<file path="config.mk">
export PLATFORM = sky130hd
export DESIGN_NAME = timer_counter
export DESIGN_NICKNAME = d
export VERILOG_FILES = /design/src/pkg/timer_pkg.sv /design/src/pkg/prescale_if.sv /design/src/hw/prescaler.sv /design/src/hw/timer_counter.sv
export VERILOG_INCLUDE_DIRS = /design/src /design/src/pkg
export SDC_FILE = /design/constraint.sdc
export NUM_CORES = 1
export LEC_CHECK = 0
export BUFFER_PORTS_ARGS = -buffer_cell sky130_fd_sc_hd__buf_2
export CAP_MARGIN = 20
export CORE_MARGIN = 3
export CORE_UTILIZATION = 47
export CTS_BUF_LIST = sky130_fd_sc_hd__clkbuf_8
export DETAILED_ROUTE_END_ITERATION = 6
export PLACE_DENSITY_LB_ADDON = 0.05
export SKIP_CTS_REPAIR_TIMING = 1
export SLEW_MARGIN = 20
export SYNTH_ARGS = -nofsm -noshare
export SYNTH_HDL_FRONTEND = slang
export SYNTH_HIERARCHICAL = 1
export SYNTH_SLANG_ARGS = --single-unit
</file>
<file path="constraint.sdc">
create_clock -name clk_in -period 2.6 [get_ports clk_in]
set_input_delay 0.52 -clock clk_in [delete_from_list [all_inputs] [get_ports clk_in]]
set_output_delay 0.52 -clock clk_in [all_outputs]
set_load 0.02 [all_outputs]
</file>
<file path="src/pkg/timer_regs.svh">
// Constants of the 8/16-bit timer: widths, field positions, reset values, codes.
// Assumes inclusion by bare name from the package and the design modules.
`ifndef TIMER_REGS_SVH
`define TIMER_REGS_SVH

`define TC_CNT_W      8
`define TC_PRE_W      15
`define TC_SEL_W      4
`define TC_NSRC       5

`define TC_LOW_RST    8'h00
`define TC_HIGH_RST   8'hFF
`define TC_CTRLA_RST  8'h00
`define TC_CTRLB_RST  8'h00
`define TC_WIDE_MAX   16'hFFFF

`define TC_A_EN       7
`define TC_A_RSVD     6
`define TC_A_OUT      5
`define TC_A_WIDE     4
`define TC_A_POST_HI  3
`define TC_A_POST_LO  0

`define TC_B_SRC_HI   7
`define TC_B_SRC_LO   5
`define TC_B_ASYNC    4
`define TC_B_PRE_HI   3
`define TC_B_PRE_LO   0

`define TC_SRC_PIN    3'h0
`define TC_SRC_PINN   3'h1
`define TC_SRC_INSTR  3'h2
`define TC_SRC_HF     3'h3
`define TC_SRC_LF     3'h4
`define TC_SRC_RSVD   3'h5
`define TC_SRC_SOSC   3'h6
`define TC_SRC_LOGIC  3'h7

`define TC_I_PIN      0
`define TC_I_HF       1
`define TC_I_LF       2
`define TC_I_SOSC     3
`define TC_I_LOGIC    4

// System clock divided by four gives the instruction cycle
`define TC_INSTR_LAST 2'h3

`endif

</file>
<file path="src/pkg/timer_pkg.sv">
// Types shared by the timer top and its prescaler.
// Assumes timer_regs.svh is on the include path.
`include "timer_regs.svh"
`default_nettype none
package timer_pkg;

  typedef enum logic [2:0] {
    SRC_PIN   = `TC_SRC_PIN,
    SRC_PINN  = `TC_SRC_PINN,
    SRC_INSTR = `TC_SRC_INSTR,
    SRC_HF    = `TC_SRC_HF,
    SRC_LF    = `TC_SRC_LF,
    SRC_RSVD  = `TC_SRC_RSVD,
    SRC_SOSC  = `TC_SRC_SOSC,
    SRC_LOGIC = `TC_SRC_LOGIC
  } src_sel_t;

  typedef struct packed {
    logic [`TC_PRE_W-1:0] cnt;
  } pre_state_t;

  typedef struct packed {
    logic [`TC_NSRC-1:0]  sync1;
    logic [`TC_NSRC-1:0]  sync2;
    logic [`TC_NSRC-1:0]  prev;
    logic                 pend;
    logic [1:0]           div;
    logic [7:0]           ctrl_a;
    logic [7:0]           ctrl_b;
    logic [`TC_CNT_W-1:0] low;
    logic [`TC_CNT_W-1:0] high;
    logic [`TC_CNT_W-1:0] high_buf;
    logic [`TC_CNT_W-1:0] period_buf;
    logic [`TC_SEL_W-1:0] post_cnt;
    logic                 pulse;
    logic                 out;
    logic                 flag;
  } timer_state_t;

endpackage : timer_pkg
`default_nettype wire

</file>
<file path="src/pkg/prescale_if.sv">
// Link between the timer core and its dedicated prescaler.
// Assumes both ends run on the same clock.
`include "timer_regs.svh"
`default_nettype none
interface prescale_if;
  logic                 tick_in;
  logic                 clear;
  logic [`TC_SEL_W-1:0] sel;
  logic                 tick_out;
  logic [`TC_PRE_W-1:0] count;

  modport ctl    (output tick_in, output clear, output sel, input tick_out, input count);
  modport scaler (input tick_in, input clear, input sel, output tick_out, output count);
endinterface : prescale_if
`default_nettype wire

</file>
<file path="src/hw/prescaler.sv">
// Dedicated 15-bit power-of-two prescaler ahead of the timer count input.
// Assumes a synchronous active-low reset copy and single-cycle input ticks.
`include "timer_regs.svh"
`default_nettype none
module prescaler (
  input  wire logic     clk_in,
  input  wire logic     rst_n_in,
  prescale_if.scaler    pif
);
  import timer_pkg::*;

  pre_state_t s_q;
  pre_state_t s_d;
  logic [`TC_PRE_W-1:0] mask;

  function automatic logic [`TC_PRE_W-1:0] ratio_mask(input logic [`TC_SEL_W-1:0] sel);
    logic [`TC_PRE_W:0] full;
    full = (`TC_PRE_W+1)'((`TC_PRE_W+1)'(1) << sel);
    return `TC_PRE_W'(full - (`TC_PRE_W+1)'(1));
  endfunction : ratio_mask

  always_comb begin
    s_d  = s_q;
    mask = ratio_mask(pif.sel);
    if (pif.clear) begin
      s_d.cnt = '0;
    end else if (pif.tick_in) begin
      s_d.cnt = `TC_PRE_W'(s_q.cnt + `TC_PRE_W'(1));
    end
  end

  // Select 0 gives an all-zero mask, so every input tick passes
  assign pif.tick_out = pif.tick_in & ((s_q.cnt & mask) == mask);
  assign pif.count    = s_q.cnt;

  always_ff @(posedge clk_in or negedge rst_n_in) begin
    if (!rst_n_in) begin
      s_q <= '0;
    end else begin
      s_q <= s_d;
    end
  end
endmodule : prescaler
`default_nettype wire

</file>
<file path="src/hw/timer_counter.sv">
// Top of the 8/16-bit timer/counter with prescaler, postscaler and event flag.
// Assumes register accesses arrive as one-cycle strobes on clk_in; sources are async.
`include "timer_regs.svh"
`default_nettype none
module timer_counter (
  input  wire logic                 clk_in,
  input  wire logic                 arst_n_in,
  input  wire logic                 src_pin_in,
  input  wire logic                 src_hf_in,
  input  wire logic                 src_lf_in,
  input  wire logic                 src_sosc_in,
  input  wire logic                 src_logic_in,
  input  wire logic [7:0]           wr_data_in,
  input  wire logic                 wr_low_in,
  input  wire logic                 wr_high_in,
  input  wire logic                 wr_ctrl_a_in,
  input  wire logic                 wr_ctrl_b_in,
  input  wire logic                 rd_low_in,
  input  wire logic                 flag_clear_in,
  output logic [`TC_CNT_W-1:0]      count_low_byte_out,
  output logic [`TC_CNT_W-1:0]      high_buffer_or_period_out,
  output logic [`TC_CNT_W-1:0]      period_buffer_out,
  output logic [7:0]                timer_control_a_out,
  output logic [7:0]                timer_control_b_out,
  output logic                      match_pulse_out,
  output logic                      timer_event_output_out,
  output logic                      timer_interrupt_flag_out
);
  import timer_pkg::*;

  logic [1:0]   rst_sync_q;
  logic         rst_n;
  timer_state_t s_q;
  timer_state_t s_d;
  prescale_if   pif ();

  logic         en;
  logic         wide;
  logic         async_sel;
  src_sel_t     src;
  logic         instr;
  logic         edge_seen;
  logic         sync_edge;
  logic         raw_tick;
  logic         cnt_tick;
  logic         match;
  logic         wrap;
  logic         evt;
  logic         fire;
  logic [15:0]  wide_next;

  // Pin-facing sources: the first stage is read only by the second
  function automatic logic src_level(input src_sel_t sel, input logic [`TC_NSRC-1:0] v);
    logic lvl;
    lvl = 1'h0;
    unique case (sel)
      SRC_PIN:   lvl = v[`TC_I_PIN];
      SRC_PINN:  lvl = ~v[`TC_I_PIN];
      SRC_HF:    lvl = v[`TC_I_HF];
      SRC_LF:    lvl = v[`TC_I_LF];
      SRC_SOSC:  lvl = v[`TC_I_SOSC];
      SRC_LOGIC: lvl = v[`TC_I_LOGIC];
      SRC_INSTR, SRC_RSVD: lvl = 1'h0;
    endcase
    return lvl;
  endfunction : src_level

  always_ff @(posedge clk_in or negedge arst_n_in) begin
    if (!arst_n_in) begin
      rst_sync_q <= 2'h0;
    end else begin
      rst_sync_q <= {rst_sync_q[0], 1'h1};
    end
  end
  assign rst_n = rst_sync_q[1];

  // Prescaler has no link to any watchdog logic
  prescaler u_prescaler (
    .clk_in   (clk_in),
    .rst_n_in (rst_n),
    .pif      (pif)
  );

  always_comb begin
    s_d       = s_q;
    en        = s_q.ctrl_a[`TC_A_EN];
    wide      = s_q.ctrl_a[`TC_A_WIDE];
    async_sel = s_q.ctrl_b[`TC_B_ASYNC];
    src       = src_sel_t'(s_q.ctrl_b[`TC_B_SRC_HI:`TC_B_SRC_LO]);
    s_d.sync1 = {src_logic_in, src_sosc_in, src_lf_in, src_hf_in, src_pin_in};
    s_d.sync2 = s_q.sync1;
    s_d.prev  = s_q.sync2;
    s_d.div   = 2'(s_q.div + 2'h1);
    instr     = (s_q.div == `TC_INSTR_LAST);
    edge_seen = src_level(src, s_q.sync2) & ~src_level(src, s_q.prev);
    // Synchronous mode holds an edge until the next instruction cycle
    sync_edge = s_q.pend | edge_seen;
    s_d.pend  = 1'h0;
    if (src == SRC_INSTR) begin
      raw_tick = instr;
    end else if (async_sel) begin
      raw_tick = edge_seen;
    end else begin
      raw_tick = instr & sync_edge;
      s_d.pend = sync_edge & ~instr & en;
    end
    pif.tick_in = en & raw_tick;
    pif.clear   = wr_low_in | wr_ctrl_a_in | wr_ctrl_b_in;
    pif.sel     = s_q.ctrl_b[`TC_B_PRE_HI:`TC_B_PRE_LO];
    cnt_tick    = pif.tick_out;
    match       = ~wide & (s_q.low == s_q.high_buf);
    wrap        = wide & ({s_q.high, s_q.low} == `TC_WIDE_MAX);
    evt         = cnt_tick & (match | wrap);
    wide_next   = 16'({s_q.high, s_q.low} + 16'h0001);
    fire        = 1'h0;
    if (cnt_tick) begin
      s_d.pulse = match | wrap;
      if (wide) begin
        {s_d.high, s_d.low} = wide_next;
      end else if (match) begin
        s_d.low        = `TC_LOW_RST;
        s_d.period_buf = s_q.high_buf;
      end else begin
        s_d.low = `TC_CNT_W'(s_q.low + `TC_CNT_W'(1));
      end
    end
    if (!en) begin
      s_d.pulse = 1'h0;
    end
    if (evt) begin
      if (s_q.post_cnt == s_q.ctrl_a[`TC_A_POST_HI:`TC_A_POST_LO]) begin
        s_d.post_cnt = '0;
        fire         = 1'h1;
      end else begin
        s_d.post_cnt = `TC_SEL_W'(s_q.post_cnt + `TC_SEL_W'(1));
      end
    end
    if (fire) begin
      s_d.out = ~s_q.out;
    end
    // Set beats a clear arriving in the same cycle
    s_d.flag = (s_q.flag & ~flag_clear_in) | fire;
    // Software accesses take priority over a coincident count
    if (rd_low_in && wide) begin
      s_d.high_buf = s_q.high;
    end
    if (wr_high_in) begin
      s_d.high_buf = wr_data_in;
    end
    if (wr_low_in) begin
      s_d.low = wr_data_in;
      if (wide) begin
        s_d.high = s_q.high_buf;
      end
    end
    if (wr_ctrl_a_in) begin
      s_d.ctrl_a = wr_data_in;
      s_d.ctrl_a[`TC_A_RSVD] = 1'h0;
      s_d.ctrl_a[`TC_A_OUT]  = 1'h0;
    end
    if (wr_ctrl_b_in) begin
      s_d.ctrl_b = wr_data_in;
    end
    if (pif.clear) begin
      s_d.post_cnt = '0;
    end
  end

  always_ff @(posedge clk_in or negedge rst_n) begin
    if (!rst_n) begin
      s_q          <= '0;
      s_q.ctrl_a   <= `TC_CTRLA_RST;
      s_q.ctrl_b   <= `TC_CTRLB_RST;
      s_q.low      <= `TC_LOW_RST;
      s_q.high_buf <= `TC_HIGH_RST;
    end else begin
      s_q <= s_d;
    end
  end

  always_comb begin
    timer_control_a_out = s_q.ctrl_a;
    timer_control_a_out[`TC_A_OUT] = s_q.out;
  end
  assign timer_control_b_out       = s_q.ctrl_b;
  assign count_low_byte_out        = s_q.low;
  assign high_buffer_or_period_out = s_q.high_buf;
  assign period_buffer_out         = s_q.period_buf;
  assign match_pulse_out           = s_q.pulse;
  assign timer_event_output_out    = s_q.out;
  assign timer_interrupt_flag_out  = s_q.flag;
endmodule : timer_counter
`default_nettype wire

</file>
[Word level (Yosys, flattened, before mapping)]
Cells that the tools add are included.
Operators by class
  add/sub/neg operators: 6
  equality and inequality tests: 13
  shifts and indexed selects: 1
  muxes and demuxes: 23
  bitwise operators: 23
  reductions and logical operators: 8
Operators by type and width (count)
  $mux 8: 6
  $mux 16: 2
  $mux 15: 2
  $add 16x1->16 const B: 1
  $eq 16x16->1 const B: 1
  $add 15x1->15 const B: 1
  $and 15x15->15: 1
  $eq 15x15->1: 1
  $shl 1x4->15 const A: 1
  $sub 15x1->15 const B: 1
  $pmux 1 s7: 2
  $eq 3x3->1 const B: 4
  $mux 4: 3
  $and 1x1->1: 10
  $add 8x1->8 const B: 1
  $eq 8x8->1: 1
  $mux 1: 8
  $reduce_bool 2->1: 4
  $not 1->1: 7
  $eq 3x2->1 const B: 2
  $or 1x1->1: 5
  $add 4x1->4 const B: 1
  $eq 4x4->1: 1
  $eq 3x1->1 const B: 1
  other kinds (7): 7
Word-level totals
  register bits: 88
  bits of input ports: 21
  output and inout bits: 43
  logic and storage cells: 91

[Longest topological paths before layout]
  depth after elaboration: 14
  mapped depth: 16
  depth with buffers taken out: 14

[Modules after synthesis]
Netlist, hierarchy kept.
Modules (own cells, without submodules)
  timer_counter: times used 1, cells each 335, area each 3678.5 µm², seq. area each 1836.8 µm²
  prescaler: times used 1, cells each 118, area each 1019.7 µm², seq. area each 375.4 µm²

[Worst setup path after synthesis]
Ideal clock, no wire load.
  kind: reg2reg
  start: register s_q, in the netlist timer_control_b_out[6]
  end: register s_q[6] (netlist bit)
  library setup time: 0.104 ns
  data arrival time: 3.770 ns
  data required time: 2.496 ns
  slack: -1.273 ns
  stages on the path, launching flop included: 17
  clock period less this slack: 3.873 ns
  path through: dfrtp_1 -> clkbuf_1 -> nor2b_1 -> o311ai_0 -> o21a_1 -> a32oi_1 -> nor2_1 -> buf_2 -> o21ai_0 -> or4_4 -> a2111oi_2 -> and4_1 -> and4_1 -> and4_4 -> nand4_4 -> and2_4 -> o41ai_2
On the way
  cells in the longest elaborated chain, start to end: 13
  elaborated cells on any way between the ends: 21
  those cells by class: 7 x eq/ne; 4 x mux; 7 x bitwise; 3 x reduce/logical
RTL lines
  start: declaration: line timer_counter.sv:33  | timer_state_t s_q;
  $eq 3x2->1 or $eq 3x3->1 (tied branches): line timer_counter.sv:56, timer_counter.sv:99
  $reduce_or 2->1: line timer_counter.sv:56  | unique case (sel)
  $pmux 1 s7: line timer_counter.sv:56
  $not 1->1: line timer_counter.sv:95  | edge_seen = src_level(src, s_q.sync2) & ~src_level(src, s_q.prev);
  $and 1x1->1: line timer_counter.sv:95
  $or 1x1->1: line timer_counter.sv:97  | sync_edge = s_q.pend | edge_seen;
  $and 1x1->1: line timer_counter.sv:104  | raw_tick = instr & sync_edge;
  $mux 1: line timer_counter.sv:101  | end else if (async_sel) begin
  $mux 1 *: line timer_counter.sv:99  | if (src == SRC_INSTR) begin
  $and 1x1->1 *: line timer_counter.sv:107  | pif.tick_in = en & raw_tick;
  via pif.tick_in: line prescale_if.sv:6  | logic tick_in;
  $and 1x1->1 *: line prescaler.sv:33  | assign pif.tick_out = pif.tick_in & ((s_q.cnt & mask) == mask);
  via cnt_tick: line timer_counter.sv:45  | logic cnt_tick;
  $and 1x1->1 *: line timer_counter.sv:113  | evt = cnt_tick & (match | wrap);
  $reduce_bool 2->1 (no line) *
Mark *: on every way through the listed nets, which the timed path passes. The rest lies on a longest branch.
A chain may end at the register's enable or synchronous reset.

[Worst setup path in the final report]
  start: register s_q, in the netlist timer_control_b_out[5]
  end: register s_q[6] (netlist bit)
Same word-level chain as after synthesis.

==> key figures <==
Timing
  – RSZ-0062 raised after global routing: yes
  – Hold violation total from the final report: 0
  – Fraction of the cycle the final worst path needs: 128%
  – Final clock skew: 0.00845 ns
  – Slew @ Worst Pin: 0.571 ns
  – Finish-stage setup viols: 31
  – Final worst hold slack: 0.239 ns
  – Slew headroom: 61.8%
  – Total negative slack for setup checks: -17.79 ns
  – Final setup margin: -0.722 ns
  – Highest Clock Rate: 301 MHz
  – Max-slew violation count: 0
  – Post-layout min period: 3.32 ns

Floorplan
  – Floorplan core area: 9460 um^2
  – Rows: 35
  – Chip Height: 106 um
  – I/O pins: 64
  – Die boundary width: 106 um
  – DIE AREA: 11200 um^2
  – Starting Density: 49.7%

Global route
  – Via count of the first global-routing pass: 3432
  – All-Layer GR Usage: 20.7%
  – Pin count of the biggest net entering global routing: 64
  – Grt ovf: 0
  – Initial antenna violation count: 0
  – Global-route wire length before repair: 18.3 mm

Drt
  – Average detailed-routed wire length per instance: 17.4 um
  – DR vias: 3485
  – Antenna Violating Nets Remaining: 0
  – Starting DRT DRC Count: 151
  – Final WL: 11.2 mm
  – Residual DRC: 0
  – Drt pass-1 iters: 4
  – Per-cell via count in the routed design: 5.45

Final layout
  – Share of the core filled with cells: 56.7%
  – Area growth from synthesis to layout: 14.1%
  – NumNets Final: 532
  – # diodes: 0
  – Post-route insts no fill: 640
  – Proportion of layout cells with a drive suffix above 1: 33.7%

CTS
  – H-tree depth reported by CTS: 3
  – Clk Tree Root Cell: sky130_fd_sc_hd__clkbuf_8
  – Number of buffers on the longest clock path: 2
  – Number of clock sinks seen by CTS: 88
  – CTS tree: built
  – Clock network latency to the later pin of the worst-skew pair: 0.36 ns
  – Reg clk slew, reported paths: 0.09 ns
  – TritonCTS Buffers: 9

Pwr
  – Combinational cell fraction of total power: 17.7%
  – Fraction of power spent switching nets: 31.8%
  – PwrDens: 568 nW/um^2
  – Clock power share: 29.6%
  – Worst voltage drop across the vdd grid: 0.297 mV
  – Leakage power: 2.44 nW
  – Internal power consumption: 2.07 mW
  – Net switching power: 0.969 mW
  – Fraction of power consumed by sequential logic: 52.7%

Place
  – Placed instance count: 621
  – Final Wtd Congestion: 0.837
  – Post-detail-place hpwl: 8.14 mm
  – Port Buffers: 62
  – DP Worst Slack: -0.736 ns

Synth
  – Number of nets produced by synthesis: 479
  – Sequential fraction of the synthesis area: 47.1%
  – Fraction of registers with async set or reset after synthesis: 100%
  – Post-synthesis instance area: 4700 um^2
  – Number of distinct standard cells referenced by the synthesized netlist: 61
  – Number of enable-type register cells in the synthesized netlist: 0
  – Number of instances in the synthesized netlist: 453
  – Yosys reg bits: 88
  – Top flip-flop cell by instance count after synthesis: sky130_fd_sc_hd__dfrtp_1
  – Mapped Avg Cell Area: 10.4 um^2
  – YS warnings: 6

Critical path
  – Beginning of the critical path: timer_control_b_out[5]
  – Required time of the worst setup path: 2.86 ns
  – Startpoint-to-endpoint class of the critical path: reg2reg
  – Worst Path Max Fanout: 6
  – Data arrival time of the worst path: 3.59 ns
  – Startpoint Class: flip-flop
  – Endpoint kind of the worst setup timing path: flip-flop
  – Reg-to-Reg Start: timer_control_b_out[5]

Status
  – Result of the run: complete, but fails checks
  – Violated checks: setup timing

Flow run
  – Max-cap violation count: 0

Hold path
  – Worst hold-check path type: reg2async
## worst max-delay path, cell delays in order, from the launching register on
cell,delay [ns]
sky130_fd_sc_hd__dfrtp_2,0.45
sky130_fd_sc_hd__nor4b_2,0.25
sky130_fd_sc_hd__a221oi_1,0.08
sky130_fd_sc_hd__mux2i_1,0.20
sky130_fd_sc_hd__a32oi_1,0.13
sky130_fd_sc_hd__nor2_1,0.17
sky130_fd_sc_hd__o21ai_1,0.10
sky130_fd_sc_hd__or4_4,0.43
sky130_fd_sc_hd__a2111oi_4,0.19
sky130_fd_sc_hd__and4_4,0.26
sky130_fd_sc_hd__and4_4,0.20
sky130_fd_sc_hd__and4_4,0.24
sky130_fd_sc_hd__nand4_4,0.12
sky130_fd_sc_hd__and2_4,0.22
sky130_fd_sc_hd__o41ai_2,0.18
## routing by layer
| metal | vias up | routed length [um] | GRT usage, % |
|---|---|---|---|
| met5 | - | 0 | 0 |
| met4 | 0 | 123 | 5.00 |
| met3 | 13 | 528 | 4.49 |
| met2 | 77 | 4940 | 31.6 |
| met1 | 1729 | 5570 | 30.1 |
| li1 | 1666 | - | - |
## synthesized netlist by cell type (2+ instances only)
cell type                   count  share of area (%)
sky130_fd_sc_hd__nand4_4        2               0.91
sky130_fd_sc_hd__buf_2          5               0.53
sky130_fd_sc_hd__nand2_1       37                3.0
sky130_fd_sc_hd__and3_1         6               0.80
sky130_fd_sc_hd__buf_6          3               0.72
sky130_fd_sc_hd__o21ai_0       30                3.2
sky130_fd_sc_hd__and4_1         6                1.1
sky130_fd_sc_hd__conb_1         2               0.16
sky130_fd_sc_hd__a22o_1         2               0.37
sky130_fd_sc_hd__a41oi_1        2               0.37
sky130_fd_sc_hd__and2_1         2               0.27
sky130_fd_sc_hd__inv_1         15                1.2
sky130_fd_sc_hd__buf_4         40                6.4
sky130_fd_sc_hd__nand3_1       14                1.5
sky130_fd_sc_hd__dfrtp_1       80                 43
sky130_fd_sc_hd__a2111oi_0      3               0.56
sky130_fd_sc_hd__mux2i_1       14                3.0
sky130_fd_sc_hd__xnor2_1       11                2.1
sky130_fd_sc_hd__o31ai_1        4               0.64
sky130_fd_sc_hd__dfstp_2        8                4.5
sky130_fd_sc_hd__o211ai_1       2               0.32
sky130_fd_sc_hd__nand4b_1       5               0.93
sky130_fd_sc_hd__a31oi_1        5               0.67
sky130_fd_sc_hd__mux2_2        21                5.0
sky130_fd_sc_hd__nand4_1        9                1.2
sky130_fd_sc_hd__buf_1          2               0.16
sky130_fd_sc_hd__nor2b_1        6               0.80
sky130_fd_sc_hd__ha_1           5                1.3
sky130_fd_sc_hd__nor4b_1        3               0.56
sky130_fd_sc_hd__o2111ai_1      2               0.37
sky130_fd_sc_hd__nor3_1         9               0.96
sky130_fd_sc_hd__or3_1          2               0.27
sky130_fd_sc_hd__a22oi_1        2               0.32
sky130_fd_sc_hd__a21oi_1        8               0.85
sky130_fd_sc_hd__xor2_1        23                4.3
sky130_fd_sc_hd__nand2b_1       3               0.40
sky130_fd_sc_hd__clkbuf_1      11               0.88
sky130_fd_sc_hd__nor2_1        26                2.1
## registers in the layout, summed over array words and instances (netlist names)
name / flops
count_low_byte_out: 8
high_buffer_or_period_out: 8
match_pulse_out: 1
period_buffer_out: 8
rst_sync_q: 2
s_d: 10
s_q: 20
timer_control_a_out: 6
timer_control_b_out: 8
timer_event_output_out: 1
timer_interrupt_flag_out: 1
u_prescaler/pif.count: 15
## placed cells by master, fill, tap and decap left out, drive strengths merged, types with 4 or more instances in the layout
cell type	instances
inv	18
dfrtp	80
xnor2	11
dfstp	8
ha	5
mux2i	14
nand2	37
nor2	26
a21oi	8
o21ai	30
xor2	23
a31oi	5
nand3	14
buf	102
clkbuf	10
and4	7
nand4b	5
o31ai	4
nor2b	6
nor3	10
and3	6
a2111oi	4
mux2	21
nand4	11
## layout make-up
class,count,area [um^2]
Sequential cell,88,2220
Multi-Input combinational cell,289,2110
Tap cell,129,161
Fill cell,853,4100
Inverter,15,56.3
Clock buffer,10,138
Clock inverter,6,43.8
Timing Repair Buffer,103,637
## metrics by stage
stage / power [mW] / area [um^2]
6_report: 3.04 / 5360
5_1_grt: 3.21 / 5360
4_1_cts: 3.07 / 5290
3_5_place_dp: 2.16 / 5110
3_3_place_gp: 2.15 / 5110
2_1_floorplan: 2.03 / 4770
## final timing paths
path / endpoint / cells after the start / slack [ns]
worst max-delay path: s_q[6] / 14 / -0.72
worst min-delay path: count_low_byte_out[4] / 0 / 0.24
worst max register to register: s_q[6] / 14 / -0.72
worst min register to register: count_low_byte_out[4] / 0 / 0.24
max in group asynchronous: high_buffer_or_period_out[5] / 1 / 1.68
min in group clk_in: s_d[66] / 1 / 0.26
## cells by family (layout without fill, tap and decap cells)
| logic type | after synthesis | after routing | share of synthesized area, % |
|---|---|---|---|
| multiplexers | 35 | 35 | 8.02 |
| AND/OR/NAND/NOR | 140 | 140 | 16.9 |
| XOR/XNOR | 34 | 34 | 6.34 |
| other | 2 | 2 | 0.160 |
| AO/OA/AOI/OAI | 73 | 73 | 10.3 |
| flip-flops | 88 | 88 | 47.1 |
| adder cells (fa/ha/maj) | 5 | 5 | 1.33 |
| buffers and inverters | 76 | 134 | 9.88 |
## power groups by stage
| stage | registers (mW) | logic (mW) | clock network (mW) |
|---|---|---|---|
| 6_report | 1.60 | 0.540 | 0.900 |
| 2_1_floorplan | 1.59 | 0.437 | 0 |
| 3_5_place_dp | 1.63 | 0.533 | 0 |
| 4_1_cts | 1.60 | 0.536 | 0.931 |
| 5_1_grt | 1.62 | 0.594 | 0.992 |
| 3_3_place_gp | 1.63 | 0.526 | 0 |
Note: power is estimated with default switching activity, not from simulation.
